**config.mk**
```make
export PLATFORM = sky130hd
export DESIGN_NAME = fpp_prom_ctrl
export DESIGN_NICKNAME = d
export VERILOG_FILES = /design/src/logic/fpp_delay_timer.v /design/src/logic/fpp_prom_ctrl.v
export VERILOG_INCLUDE_DIRS = /design/src /design/src/logic
export SDC_FILE = /design/constraint.sdc
export NUM_CORES = 1
export LEC_CHECK = 0
export BUFFER_PORTS_ARGS = -buffer_cell sky130_fd_sc_hd__buf_2
export CORE_MARGIN = 1.5
export CORE_UTILIZATION = 47
export CTS_CLUSTER_DIAMETER = 200
export DETAILED_ROUTE_END_ITERATION = 6
export PLACE_DENSITY = 0.7
export SYNTH_ARGS = -nofsm -noshare
export SYNTH_HDL_FRONTEND = slang
export SYNTH_SLANG_ARGS = --single-unit
```
**constraint.sdc**
```tcl
create_clock -name clk -period 3.3 [get_ports clk]
set_clock_uncertainty 0.1 [all_clocks]
set_input_delay 0.33 -clock clk [delete_from_list [all_inputs] [get_ports clk]]
set_output_delay 0.33 -clock clk [all_outputs]
set_load 0.03 [all_outputs]
```
**src/logic/fpp_defs.vh**
```
/*
 fpp_defs.vh: constants for the fuse PROM read and burn controller.
 assumes a 100 MHz clock; included by bare name by the design files.
*/
`ifndef FPP_DEFS_VH
`define FPP_DEFS_VH

`define FPP_CLK_MHZ 100
`define FPP_WORDS 32
`define FPP_ADDR_W 5
`define FPP_DATA_W 8
`define FPP_BIT_IDX_W 3
// times in nanoseconds, as printed
`define FPP_PULSE_NS 7500
`define FPP_SENSE_DELAY_NS 700
`define FPP_SENSE_GAP_NS 10000
`define FPP_ADDR_GUARD_NS 10000
// least times round up to whole cycles
`define FPP_CYC_UP(ns) (((ns) * `FPP_CLK_MHZ + 999) / 1000)
`define FPP_PULSE_CYC `FPP_CYC_UP(`FPP_PULSE_NS)
`define FPP_SENSE_DELAY_CYC `FPP_CYC_UP(`FPP_SENSE_DELAY_NS)
`define FPP_SENSE_GAP_CYC `FPP_CYC_UP(`FPP_SENSE_GAP_NS)
`define FPP_ADDR_GUARD_CYC `FPP_CYC_UP(`FPP_ADDR_GUARD_NS)
`define FPP_EXTRA_PULSES 4
`define FPP_READ_SETTLE_CYC 4
`define FPP_CNT_W 12
`define FPP_MAX_PULSES_DEF 100

`endif

```
**src/logic/fpp_delay_timer.v**
```verilog
/*
 fpp_delay_timer.v: loadable down counter giving a one-cycle done pulse.
 assumes the loader keeps start low while the count runs.
*/
`timescale 1ns/1ps
`include "fpp_defs.vh"

module fpp_delay_timer #(
   parameter W = `FPP_CNT_W
) (
   input wire clk,
   input wire rst_n,
   input wire start,
   input wire [W-1:0] load,
   output reg done
);
   reg [W-1:0] cnt_reg;
   reg busy_reg;

   always @(posedge clk) begin
      if (!rst_n) begin
         cnt_reg <= {W{1'b0}};
         busy_reg <= 1'b0;
         done <= 1'b0;
      end else begin
         done <= 1'b0;
         if (start) begin
            cnt_reg <= load;
            busy_reg <= 1'b1;
         end else if (busy_reg) begin
            if (cnt_reg <= {{(W-1){1'b0}}, 1'b1}) begin
               busy_reg <= 1'b0;
               done <= 1'b1;
            end else begin
               cnt_reg <= cnt_reg - {{(W-1){1'b0}}, 1'b1};
            end
         end
      end
   end
endmodule

```
**src/logic/fpp_prom_ctrl.v**
```verilog
/*
 fpp_prom_ctrl.v: host controller for a 32x8 fuse PROM: reads words
 and burns single bits with pulse trains and sense readings.
 assumes external pulse and sense drivers act on the enables given here,
 and a comparator reporting whether the sensed output meets the limit.
*/
`timescale 1ns/1ps
`include "fpp_defs.vh"

module fpp_prom_ctrl #(
   parameter AW = `FPP_ADDR_W,
   parameter DW = `FPP_DATA_W,
   parameter MAX_PULSES = `FPP_MAX_PULSES_DEF
) (
   input wire clk,
   input wire rst_n,
   input wire readReq,
   input wire burnReq,
   input wire [AW-1:0] reqWord,
   input wire [`FPP_BIT_IDX_W-1:0] reqBit,
   input wire [DW-1:0] dataLinesIn,
   input wire senseOk,
   output reg [AW-1:0] wordSelectLines,
   output reg selectN,
   output reg [DW-1:0] pulseEn,
   output reg senseEn,
   output reg busy,
   output reg done,
   output reg fail,
   output reg [DW-1:0] readData
);
   localparam S_IDLE = 4'h0;
   localparam S_RSETUP = 4'h1;
   localparam S_RSAMPLE = 4'h2;
   localparam S_PGUARD = 4'h3;
   localparam S_PULSE = 4'h4;
   localparam S_SDELAY = 4'h5;
   localparam S_SENSE1 = 4'h6;
   localparam S_SGAP = 4'h7;
   localparam S_SENSE2 = 4'h8;
   localparam S_XPULSE = 4'h9;
   localparam S_XGAP = 4'ha;
   localparam S_POST = 4'hb;
   localparam S_FINISH = 4'hc;

   reg [3:0] state_reg;
   reg [3:0] state_next;
   reg [DW-1:0] dataSync1_reg;
   reg [DW-1:0] dataSync2_reg;
   reg okSync1_reg;
   reg okSync2_reg;
   reg [15:0] pulseCnt_reg;
   reg [2:0] extraCnt_reg;
   reg [`FPP_BIT_IDX_W-1:0] bit_reg;
   reg failed_reg;
   reg tStart;
   // whole-integer load values, cut to the timer width at the port
   reg [31:0] tLoad;
   wire tDone;

   fpp_delay_timer #(.W(`FPP_CNT_W)) timer (
      .clk(clk),
      .rst_n(rst_n),
      .start(tStart),
      .load(tLoad[`FPP_CNT_W-1:0]),
      .done(tDone)
   );

   // pins and comparator are off-domain: two stages before use
   always @(posedge clk) begin
      if (!rst_n) begin
         dataSync1_reg <= {DW{1'b0}};
         dataSync2_reg <= {DW{1'b0}};
         okSync1_reg <= 1'b0;
         okSync2_reg <= 1'b0;
      end else begin
         dataSync1_reg <= dataLinesIn;
         dataSync2_reg <= dataSync1_reg;
         okSync1_reg <= senseOk;
         okSync2_reg <= okSync1_reg;
      end
   end

   always @* begin
      state_next = state_reg;
      tStart = 1'b0;
      tLoad = 32'h00000000;
      case (state_reg)
         S_IDLE: begin
            if (readReq) begin
               state_next = S_RSETUP;
               tStart = 1'b1;
               tLoad = `FPP_READ_SETTLE_CYC;
            end else if (burnReq) begin
               state_next = S_PGUARD;
               tStart = 1'b1;
               tLoad = `FPP_ADDR_GUARD_CYC;
            end
         end
         S_RSETUP: if (tDone) state_next = S_RSAMPLE;
         S_RSAMPLE: state_next = S_FINISH;
         S_PGUARD: begin
            if (tDone) begin
               state_next = S_PULSE;
               tStart = 1'b1;
               tLoad = `FPP_PULSE_CYC;
            end
         end
         S_PULSE: begin
            if (tDone) begin
               state_next = S_SDELAY;
               tStart = 1'b1;
               tLoad = `FPP_SENSE_DELAY_CYC;
            end
         end
         S_SDELAY: if (tDone) state_next = S_SENSE1;
         S_SENSE1: begin
            tStart = 1'b1;
            if (okSync2_reg) begin
               state_next = S_SGAP;
               tLoad = `FPP_SENSE_GAP_CYC;
            end else if (pulseCnt_reg >= MAX_PULSES) begin
               state_next = S_POST;
               tLoad = `FPP_ADDR_GUARD_CYC;
            end else begin
               state_next = S_PULSE;
               tLoad = `FPP_PULSE_CYC;
            end
         end
         S_SGAP: if (tDone) state_next = S_SENSE2;
         S_SENSE2: begin
            tStart = 1'b1;
            if (okSync2_reg) begin
               state_next = S_XPULSE;
               tLoad = `FPP_PULSE_CYC;
            end else begin
               state_next = S_PULSE;
               tLoad = `FPP_PULSE_CYC;
            end
         end
         S_XPULSE: begin
            if (tDone) begin
               state_next = S_XGAP;
               tStart = 1'b1;
               tLoad = `FPP_SENSE_DELAY_CYC;
            end
         end
         S_XGAP: begin
            if (tDone) begin
               tStart = 1'b1;
               if (extraCnt_reg == `FPP_EXTRA_PULSES - 1) begin
                  state_next = S_POST;
                  tLoad = `FPP_ADDR_GUARD_CYC;
               end else begin
                  state_next = S_XPULSE;
                  tLoad = `FPP_PULSE_CYC;
               end
            end
         end
         S_POST: if (tDone) state_next = S_FINISH;
         S_FINISH: state_next = S_IDLE;
         default: state_next = S_IDLE;
      endcase
   end

   always @(posedge clk) begin
      if (!rst_n) begin
         state_reg <= S_IDLE;
         wordSelectLines <= {AW{1'b0}};
         selectN <= 1'b1;
         pulseEn <= {DW{1'b0}};
         senseEn <= 1'b0;
         busy <= 1'b0;
         done <= 1'b0;
         fail <= 1'b0;
         readData <= {DW{1'b0}};
         pulseCnt_reg <= 16'h0000;
         extraCnt_reg <= 3'h0;
         bit_reg <= {`FPP_BIT_IDX_W{1'b0}};
         failed_reg <= 1'b0;
      end else begin
         state_reg <= state_next;
         done <= 1'b0;
         busy <= (state_next != S_IDLE);
         if (state_reg == S_IDLE && readReq) begin
            wordSelectLines <= reqWord;
            selectN <= 1'b0;
         end else if (state_reg == S_IDLE && burnReq) begin
            selectN <= 1'b1;
            wordSelectLines <= reqWord;
            bit_reg <= reqBit;
            pulseCnt_reg <= 16'h0000;
            extraCnt_reg <= 3'h0;
            failed_reg <= 1'b0;
            senseEn <= 1'b0;
         end
         if (state_reg == S_RSAMPLE) begin
            readData <= dataSync2_reg;
            selectN <= 1'b1;
         end
         // sense current on from first pulse until train ends
         if (state_reg == S_PGUARD && tDone) senseEn <= 1'b1;
         if (state_next == S_PULSE || state_next == S_XPULSE)
            pulseEn <= {{(DW-1){1'b0}}, 1'b1} << bit_reg;
         else
            pulseEn <= {DW{1'b0}};
         if (state_reg == S_PULSE && tDone)
            pulseCnt_reg <= pulseCnt_reg + 16'h0001;
         if (state_reg == S_SENSE1 && !okSync2_reg &&
             pulseCnt_reg >= MAX_PULSES)
            failed_reg <= 1'b1;
         if (state_reg == S_XGAP && tDone)
            extraCnt_reg <= extraCnt_reg + 3'h1;
         // train over before the sense current goes
         if (state_next == S_POST) senseEn <= 1'b0;
         if (state_reg == S_FINISH) begin
            done <= 1'b1;
            fail <= failed_reg;
         end
      end
   end
endmodule

```
# Word level (Yosys, flattened, before mapping)
# Cells that the tools add are included.
# classes
bitwise,3
n_addsub,3
reduce_logical,30
order_cmp,2
mux,50
n_eq_ne,21
n_shift,1
# op_table
cell,n
$pmux 10 s6,1
$mux 4,13
$mux 16,3
$pmux 4 s12,1
$mux 10,4
$mux 12,3
$eq 4x4->1 const B,7
$mux 9,3
$eq 4x3->1 const B,5
$add 16x1->16 const B,1
$ge 16x7->1 const B,1
$mux 1,14
$reduce_and 2->1,7
$le 12x1->1 const B,1
$reduce_bool 2->1,6
$sub 12x1->12 const B,1
$mux 5,2
$mux 3,3
$eq 4x2->1 const B,2
$ne 2x1->1 const B,4
$reduce_or 2->1,4
$shl 1x3->8 const A,1
$logic_and 1x1->1,7
$mux 7,1
13 further kinds,15
# totals
output_inout_bits,26
register_bits,85
input_bits,21
elab_cells,130

# Logic depth before layout (Yosys ltp)
# Gate-level depths: netlist (run 1).
# logic_depth
depth_word,7
ltp_mapped,7
mapped_depth_nobuf,7

# Hierarchy
# From an unflattened synthesis (run 1), not the netlist that was laid out.
# hier_totals
cells_unflattened,451
hier_area_um2,4062.6
# modules_own_cells
module,cells_per_inst,area_each_um2,n_inst
fpp_prom_ctrl,357,3260.6,1
fpp_delay_timer,94,802.0,1

# Least setup slack after synthesis (run 1)
# OpenSTA, ideal clock, no wires.
# synth_path
path_type,reg2reg
start,register timer.cnt_reg[2]
end,register timer.cnt_reg[6]
n_path_buf,0
path_stages_with_launch,6
setup_ns,0.119
slack_ns,0.910
synth_period_minus_slack_ns,2.390
t_arrival_ns,2.172
path_cell_list,dfxtp_1 or4_4 o41a_4 a2111oi_4 a31oi_1 o221a_1
# synth_via
elab_chain_len,4
word_cells_on_any_way,7
classes_between,add/sub: 1; order compare: 1; eq/ne: 1; mux: 3; reduce/logical: 1
# synth_rtl
element,line_no,source
start: declaration,fpp_delay_timer.v:17,reg [W-1:0] cnt_reg;
start signal: assignment,fpp_delay_timer.v:22,cnt_reg <= {W{1'b0}};
start signal: assignment,fpp_delay_timer.v:28,cnt_reg <= load;
start signal: assignment,fpp_delay_timer.v:35,"cnt_reg <= cnt_reg - {{(W-1){1'b0}}, 1'b1};"
$sub 12x1->12,fpp_delay_timer.v:35,
$mux 12,fpp_delay_timer.v:31,"if (cnt_reg <= {{(W-1){1'b0}}, 1'b1}) begin"
$mux 12,fpp_delay_timer.v:30,end else if (busy_reg) begin
$mux 12,fpp_delay_timer.v:27,if (start) begin
# Several ways; a longest one is shown, not always the timed one. The select of a mux whose other input is x is not followed.
# A chain may end at the register's enable or synchronous reset.

# Worst setup path in the final report (run 1)
# layout_path
start,register state_reg[1]
end,register pulseEn[5]
# layout_via
elab_chain_len,6
word_cells_on_any_way,27
classes_between,eq/ne: 13; mux: 11; reduce/logical: 3
# layout_rtl
element,line_no,source
start: declaration,fpp_prom_ctrl.v:46,reg [3:0] state_reg;
start signal: assignment,fpp_prom_ctrl.v:182,state_reg <= state_next;
$mux 4,fpp_prom_ctrl.v:94,end else if (burnReq) begin
$mux 4,fpp_prom_ctrl.v:90,if (readReq) begin
$pmux 4 s12 (*),fpp_prom_ctrl.v:88,case (state_reg)
$eq 4x3->1 or $eq 4x4->1 (tied branches),fpp_prom_ctrl.v:203,if (state_next == S_PULSE || state_next == S_XPULSE)
$logic_or 1x1->1 (*),fpp_prom_ctrl.v:203,
$reduce_and 2->1 (no source line) (*),--,
end signal: assignment,fpp_prom_ctrl.v:171,pulseEn <= {DW{1'b0}};
end signal: assignment,fpp_prom_ctrl.v:204,"pulseEn <= {{(DW-1){1'b0}}, 1'b1} << bit_reg;"
end signal: assignment,fpp_prom_ctrl.v:206,pulseEn <= {DW{1'b0}};
end: declaration,fpp_prom_ctrl.v:25,"output reg [DW-1:0] pulseEn,"
# Mark *: on every way between the ends. The rest lies on a longest branch, timed or not.

==> flow_summary.toml, run 1 <==
[synth]
ys.flop_type = "dfxtp_1"
synth_warnings = 0
post_synth_xor_area_fraction_pct = 0.908
async_reset_ff_share_pct = 0
synth_enable_flop_cells = 0
netlist_area_um2 = 3860
synth_simple_gate_area_share_pct = 26.9
seq_area_frac_synth_pct = 44.1
synth_compound_area_share_pct = 22.1
synthCells = 441
syn_nets = 468
synthAdderAreaFrac_pct = 1.94
ys_ff_latch = 85
synth_top_family_by_area = "simple AND/OR/NAND/NOR gates"
synth.area.mux_share_pct = 0.778
avgSynthCellArea_um2 = 8.75
ys_types = 68

[final_layout]
final_nets = 509
area_delta_synth_final_pct = 13.3
final_common_cell = "dfxtp_1"
largest_reg_flops = 16
finalNonFillerCells = 589
final_cell_mix = "85 x dfxtp_1, 55 x nand2_1, 46 x buf_2"
antenna_cells = 0
drive_gt1_share_pct = 17.2

[global_routing]
grt_pass1_wl_mm = 14.4
track_usage_pct = 21.1
grt_pass1_vias = 3003
grt_max_degree = 42
grt_overflow = 0
antenna_found_initial = 0
use_met2_pct = 33.3
met1_usage_pct = 28.9
grt_busiest_layer = "met2"
met3_usage_pct = 3.74

[critical_path]
critical_path_class = "flop to flop"
cp.required_ps = 3430
end_kind = "flop"
worstPathMaxFanout = 21
worstPathArrival_ps = 3000
startpoint_type = "flop"

[placed_design]
dp_hpwl_mm = 6.00
globalplace.congestion = 0.879
port_buffers = 46
dp_cells = 573

[timing]
worstMarginPinSlew_ps = 692
setup_viol_count_final = 0
slew-limit-headroom_pct = 53.8
drv_slew = 0
rsz0062_at_grt = "false"
setup_tns_ps = 0
min_period_ps = 2870
timing.fmax_ghz = 0.348
layout_worst_path_cycle_share_pct = 87.0
finalHoldViolations = 0

[clock_tree]
cts_resized = 0
cts_hold_buf = 0
post-cts-setup-buffers = 0
clk_path_buf_depth = 2
clockRootBuffer = "clkbuf_8"
cts_max_level = 3
clk_pin_slew_ps = 100
cts_tree = "yes"
clkLatencyLatePin_ps = 370
cts-buffers-inserted = 9
cts.sinks = 85

[detailed_routing]
drt_wl_total_mm = 8.78
vias = 3342
drtPass1Iterations = 4
drc = 0
vias_per_cell = 5.67
wire_per_inst_um = 14.9
drt-initial-drc-count = 333
ant_nets = 0

[power_and_ir_drop]
power_leakage_nw = 1.66
p_seq_share_pct = 41.5
p_int_mw = 1.90
p_comb_share_pct = 34.9
clock_power_share_pct = 23.6
p_sw_share_pct = 39.1
switchingPower_mw = 1.22
vdd.ir_drop.worst_mv = 0.317
p_per_area_nw_per_um2 = 715

[floorplan]
start_util_pct = 49.2
rows = 32
dieArea_um2 = 8770
core_um2 = 7850
io_pins = 47
die_w_um = 93.6
die_y_um = 93.6

[status]
outcome = "complete, no violations"

[run]
drv_cap = 0

[worst_hold_path]
hold_class = "input pin to flop"
[synth_stat cells (4+ instances only)]
master | instances | area, um^2
o21a_1 | 7 | 52.6
nand3_1 | 14 | 70.1
o21ai_0 | 9 | 45.0
nand2_1 | 55 | 206
inv_1 | 10 | 37.5
dfxtp_1 | 85 | 1700
a21oi_1 | 37 | 185
clkbuf_1 | 16 | 60.1
nand4_1 | 7 | 43.8
and2_1 | 25 | 156
nor3_1 | 6 | 30.0
a2111oi_0 | 7 | 61.3
or3_1 | 10 | 62.6
o211ai_1 | 9 | 67.6
ha_1 | 6 | 75.1
nand2b_1 | 8 | 50.1
o31ai_1 | 4 | 30.0
o221a_2 | 5 | 56.3
nor2b_1 | 8 | 50.1
a31oi_1 | 8 | 50.1
nor4_1 | 6 | 37.5
nor2_1 | 26 | 97.6
and3_1 | 5 | 31.3
[metal layers]
layer	part of all wire, %	up-vias
met4	1.2	0
met3	5.0	8
met5	0	-
li1	-	1694
met1	47	1558
met2	47	82
[cells by family after synthesis]
family | after synthesis
multiplexers | 3
flip-flops | 85
adder cells (fa/ha/maj) | 6
AND/OR/NAND/NOR | 193
XOR/XNOR | 4
buffers and inverters | 32
AO/OA/AOI/OAI | 118
[stage by stage]
step	worst slack, ps	utilization, %	instance area [um^2]	power (mW)	hold slack [ps]
after floorplan	910	-	3860	2.15	312
after global placement	699	53.2	4170	2.38	317
after detailed placement	431	53.2	4170	2.40	319
after CTS	428	55.7	4370	3.13	46.4
after global routing	66.3	55.7	4370	3.33	49.4
final	429	55.7	4370	3.13	59.3
[power groups by stage]
stage	logic [mW]	registers, mW	clock network [mW]
5_1_grt	1.21	1.32	0.797
6_report	1.09	1.30	0.738
4_1_cts	1.09	1.30	0.749
2_1_floorplan	0.836	1.31	0
3_5_place_dp	1.08	1.32	0
3_3_place_gp	1.07	1.32	0
[final timing paths]
kind	startpoint	cells past startpoint	slack [ps]	endpoint
hold reg to reg	dataSync2_reg[1]$_SDFF_PN0_	2	340	readData[1]$_SDFFE_PN0P_
hold / removal	dataLinesIn[3]	2	60	dataSync1_reg[3]$_SDFF_PN0_
setup / recovery	state_reg[1]$_SDFF_PN0_	5	430	pulseEn[5]$_SDFF_PN0_
setup reg to reg	state_reg[1]$_SDFF_PN0_	5	430	pulseEn[5]$_SDFF_PN0_
[critical path, cell delays in order (launching register included)]
cell and delay (ps):
dfxtp_1 780, nor4b_2 150, and2_1 300, o31ai_1 530
nand4_1 370, a2111oi_0 490
[final cells by class]
| type | instances | area (um^2) |
|---|---|---|
| Timing Repair Buffer | 51 | 268 |
| Sequential cell | 85 | 1700 |
| Inverter | 11 | 41.3 |
| Fill cell | 750 | 3480 |
| Clock inverter | 7 | 75.1 |
| Clock buffer | 9 | 124 |
| Multi-Input combinational cell | 324 | 2030 |
| Tap cell | 102 | 128 |
Note: power is estimated with default switching activity, not from simulation.
==> run 2: changes to the inputs <==
--- a/config.mk
+++ b/config.mk
@@ -12,6 +12,7 @@
 export CTS_CLUSTER_DIAMETER = 200
 export DETAILED_ROUTE_END_ITERATION = 6
 export PLACE_DENSITY = 0.7
+export REMOVE_ABC_BUFFERS = 1
 export SYNTH_ARGS = -nofsm -noshare
 export SYNTH_HDL_FRONTEND = slang
 export SYNTH_SLANG_ARGS = --single-unit
==> run 2 against run 1 <==
  * Die area did not move
  * Maximum frequency grew 5.0%
  * Sequential power hardly changed
  * Non-clock buffer count rose by 2
  * Count of clock-buffer cells in the layout is the same
  * Highest routed layer unchanged
==> flow_summary.toml, run 2 (same netlist as run 1, synthesis figures left out) <==
[detailed_routing]
drt_wl_total_mm = 8.40
drc = 0
top_layer = "met4"
wire_per_inst_um = 14.2
route.met3.wl_um = 386
vias = 3361
ant_nets = 0
drt-initial-drc-count = 196
wl_met1_mm = 3.88
drtPass1Iterations = 5
wl_met2_mm = 4.04
vias_per_cell = 5.69

[power_and_ir_drop]
power_leakage_nw = 1.68
p_per_area_nw_per_um2 = 717
power_mw = 3.15
vdd.ir_drop.worst_mv = 0.281

[timing]
hold_ws_ps = 54.7
timing.fmax_ghz = 0.366
setup_tns_ps = 0
rsz0062_at_grt = "false"
layout_worst_path_cycle_share_pct = 82.9
setup_viol_count_final = 0
min_period_ps = 2740
worstMarginPinSlew_ps = 695
drv_slew = 0
finalHoldViolations = 0
slew-limit-headroom_pct = 53.5

[global_routing]
grt_pass1_wl_mm = 14.0
antenna_found_initial = 0
grt_pass1_vias = 2982
track_usage_pct = 20.4
grt_overflow = 0
grt_max_degree = 42

[floorplan]
io_pins = 47
core_um2 = 7850
die_w_um = 93.6
start_util_pct = 49.2
dieArea_um2 = 8770
rows = 32
die_y_um = 93.6

[clock_tree]
clk_path_buf_depth = 2
cts_hold_buf = 0
clk_pin_slew_ps = 100
clkLatencyLatePin_ps = 370
cts_tree = "yes"
cts-buffers-inserted = 9
post-cts-setup-buffers = 0
cts.sinks = 85
clockRootBuffer = "clkbuf_8"
cts_resized = 0
cts_max_level = 3

[final_layout]
register_area_um2 = 1700
final_common_cell = "dfxtp_1"
final_cell_mix = "85 x dfxtp_1, 55 x nand2_1, 46 x buf_2"
final_nets = 511
nFillCells = 734
final_util_pct = 56.0
area_delta_synth_final_pct = 13.9
drive_gt1_share_pct = 17.6
largest_reg_flops = 16
antenna_cells = 0
multiInputGateArea_um2 = 2030

[critical_path]
end_kind = "flop"
critical_path_class = "flop to flop"
worstPathMaxFanout = 17
startpoint_type = "flop"
cp.required_ps = 3440
worstPathArrival_ps = 2870

[placed_design]
globalplace.congestion = 0.868
port_buffers = 46
dp_hpwl_mm = 5.68

[status]
outcome = "complete, no violations"

[worst_hold_path]
hold_class = "input pin to flop"

[run]
drv_cap = 0
run 2: path summary, 6_finish.rpt:
check / endpoint / slack [ps] / depth (start not counted) / from
max: pulseEn[2]$_SDFF_PP0_ / 560 / 5 / state_reg[2]$_SDFF_PN0_
min: dataSync1_reg[2]$_SDFF_PN0_ / 50 / 2 / dataLinesIn[2]
max reg2reg: pulseEn[2]$_SDFF_PP0_ / 560 / 5 / state_reg[2]$_SDFF_PN0_
min reg2reg: dataSync2_reg[7]$_SDFF_PN0_ / 340 / 1 / dataSync1_reg[7]$_SDFF_PN0_
run 2: critical path: stages (launching register included):
cell and delay (ps):
dfxtp_1 640, nor4b_2 420, and2_1 370, o31ai_1 190, a211o_1 440, a2111oi_0 450
run 2: area by class of cell:
type / count / area share (%)
timing repair buffer: 53 / 6.43
multi-input combinational: 324 / 46.3
sequential: 85 / 38.7
inverter: 11 / 0.939
clock buffer: 9 / 2.82
tap: 102 / 2.90
clock inverter: 7 / 1.91
run 2: metal layers:
layer	up-vias	track usage, %
met5	-	0
met4	0	5.97
met3	11	5.69
met2	70	33.5
met1	1578	25.9
li1	1702	-
run 2: power breakdown:
part	switching, mW	internal [mW]	total (mW)
combinational	0.645	0.469	1.11
sequential	0.146	1.15	1.29
clock	0.436	0.307	0.743
total	1.23	1.93	3.15
run 2: per-stage QoR:
step                      area (um^2)  instances  setup WS [ps]
final                            4400        591            565
after detailed placement         4190        575            564
after floorplan                  3780        420            903
after global placement           4190        575            662
after CTS                        4400        591            558
after global routing             4400        591            215
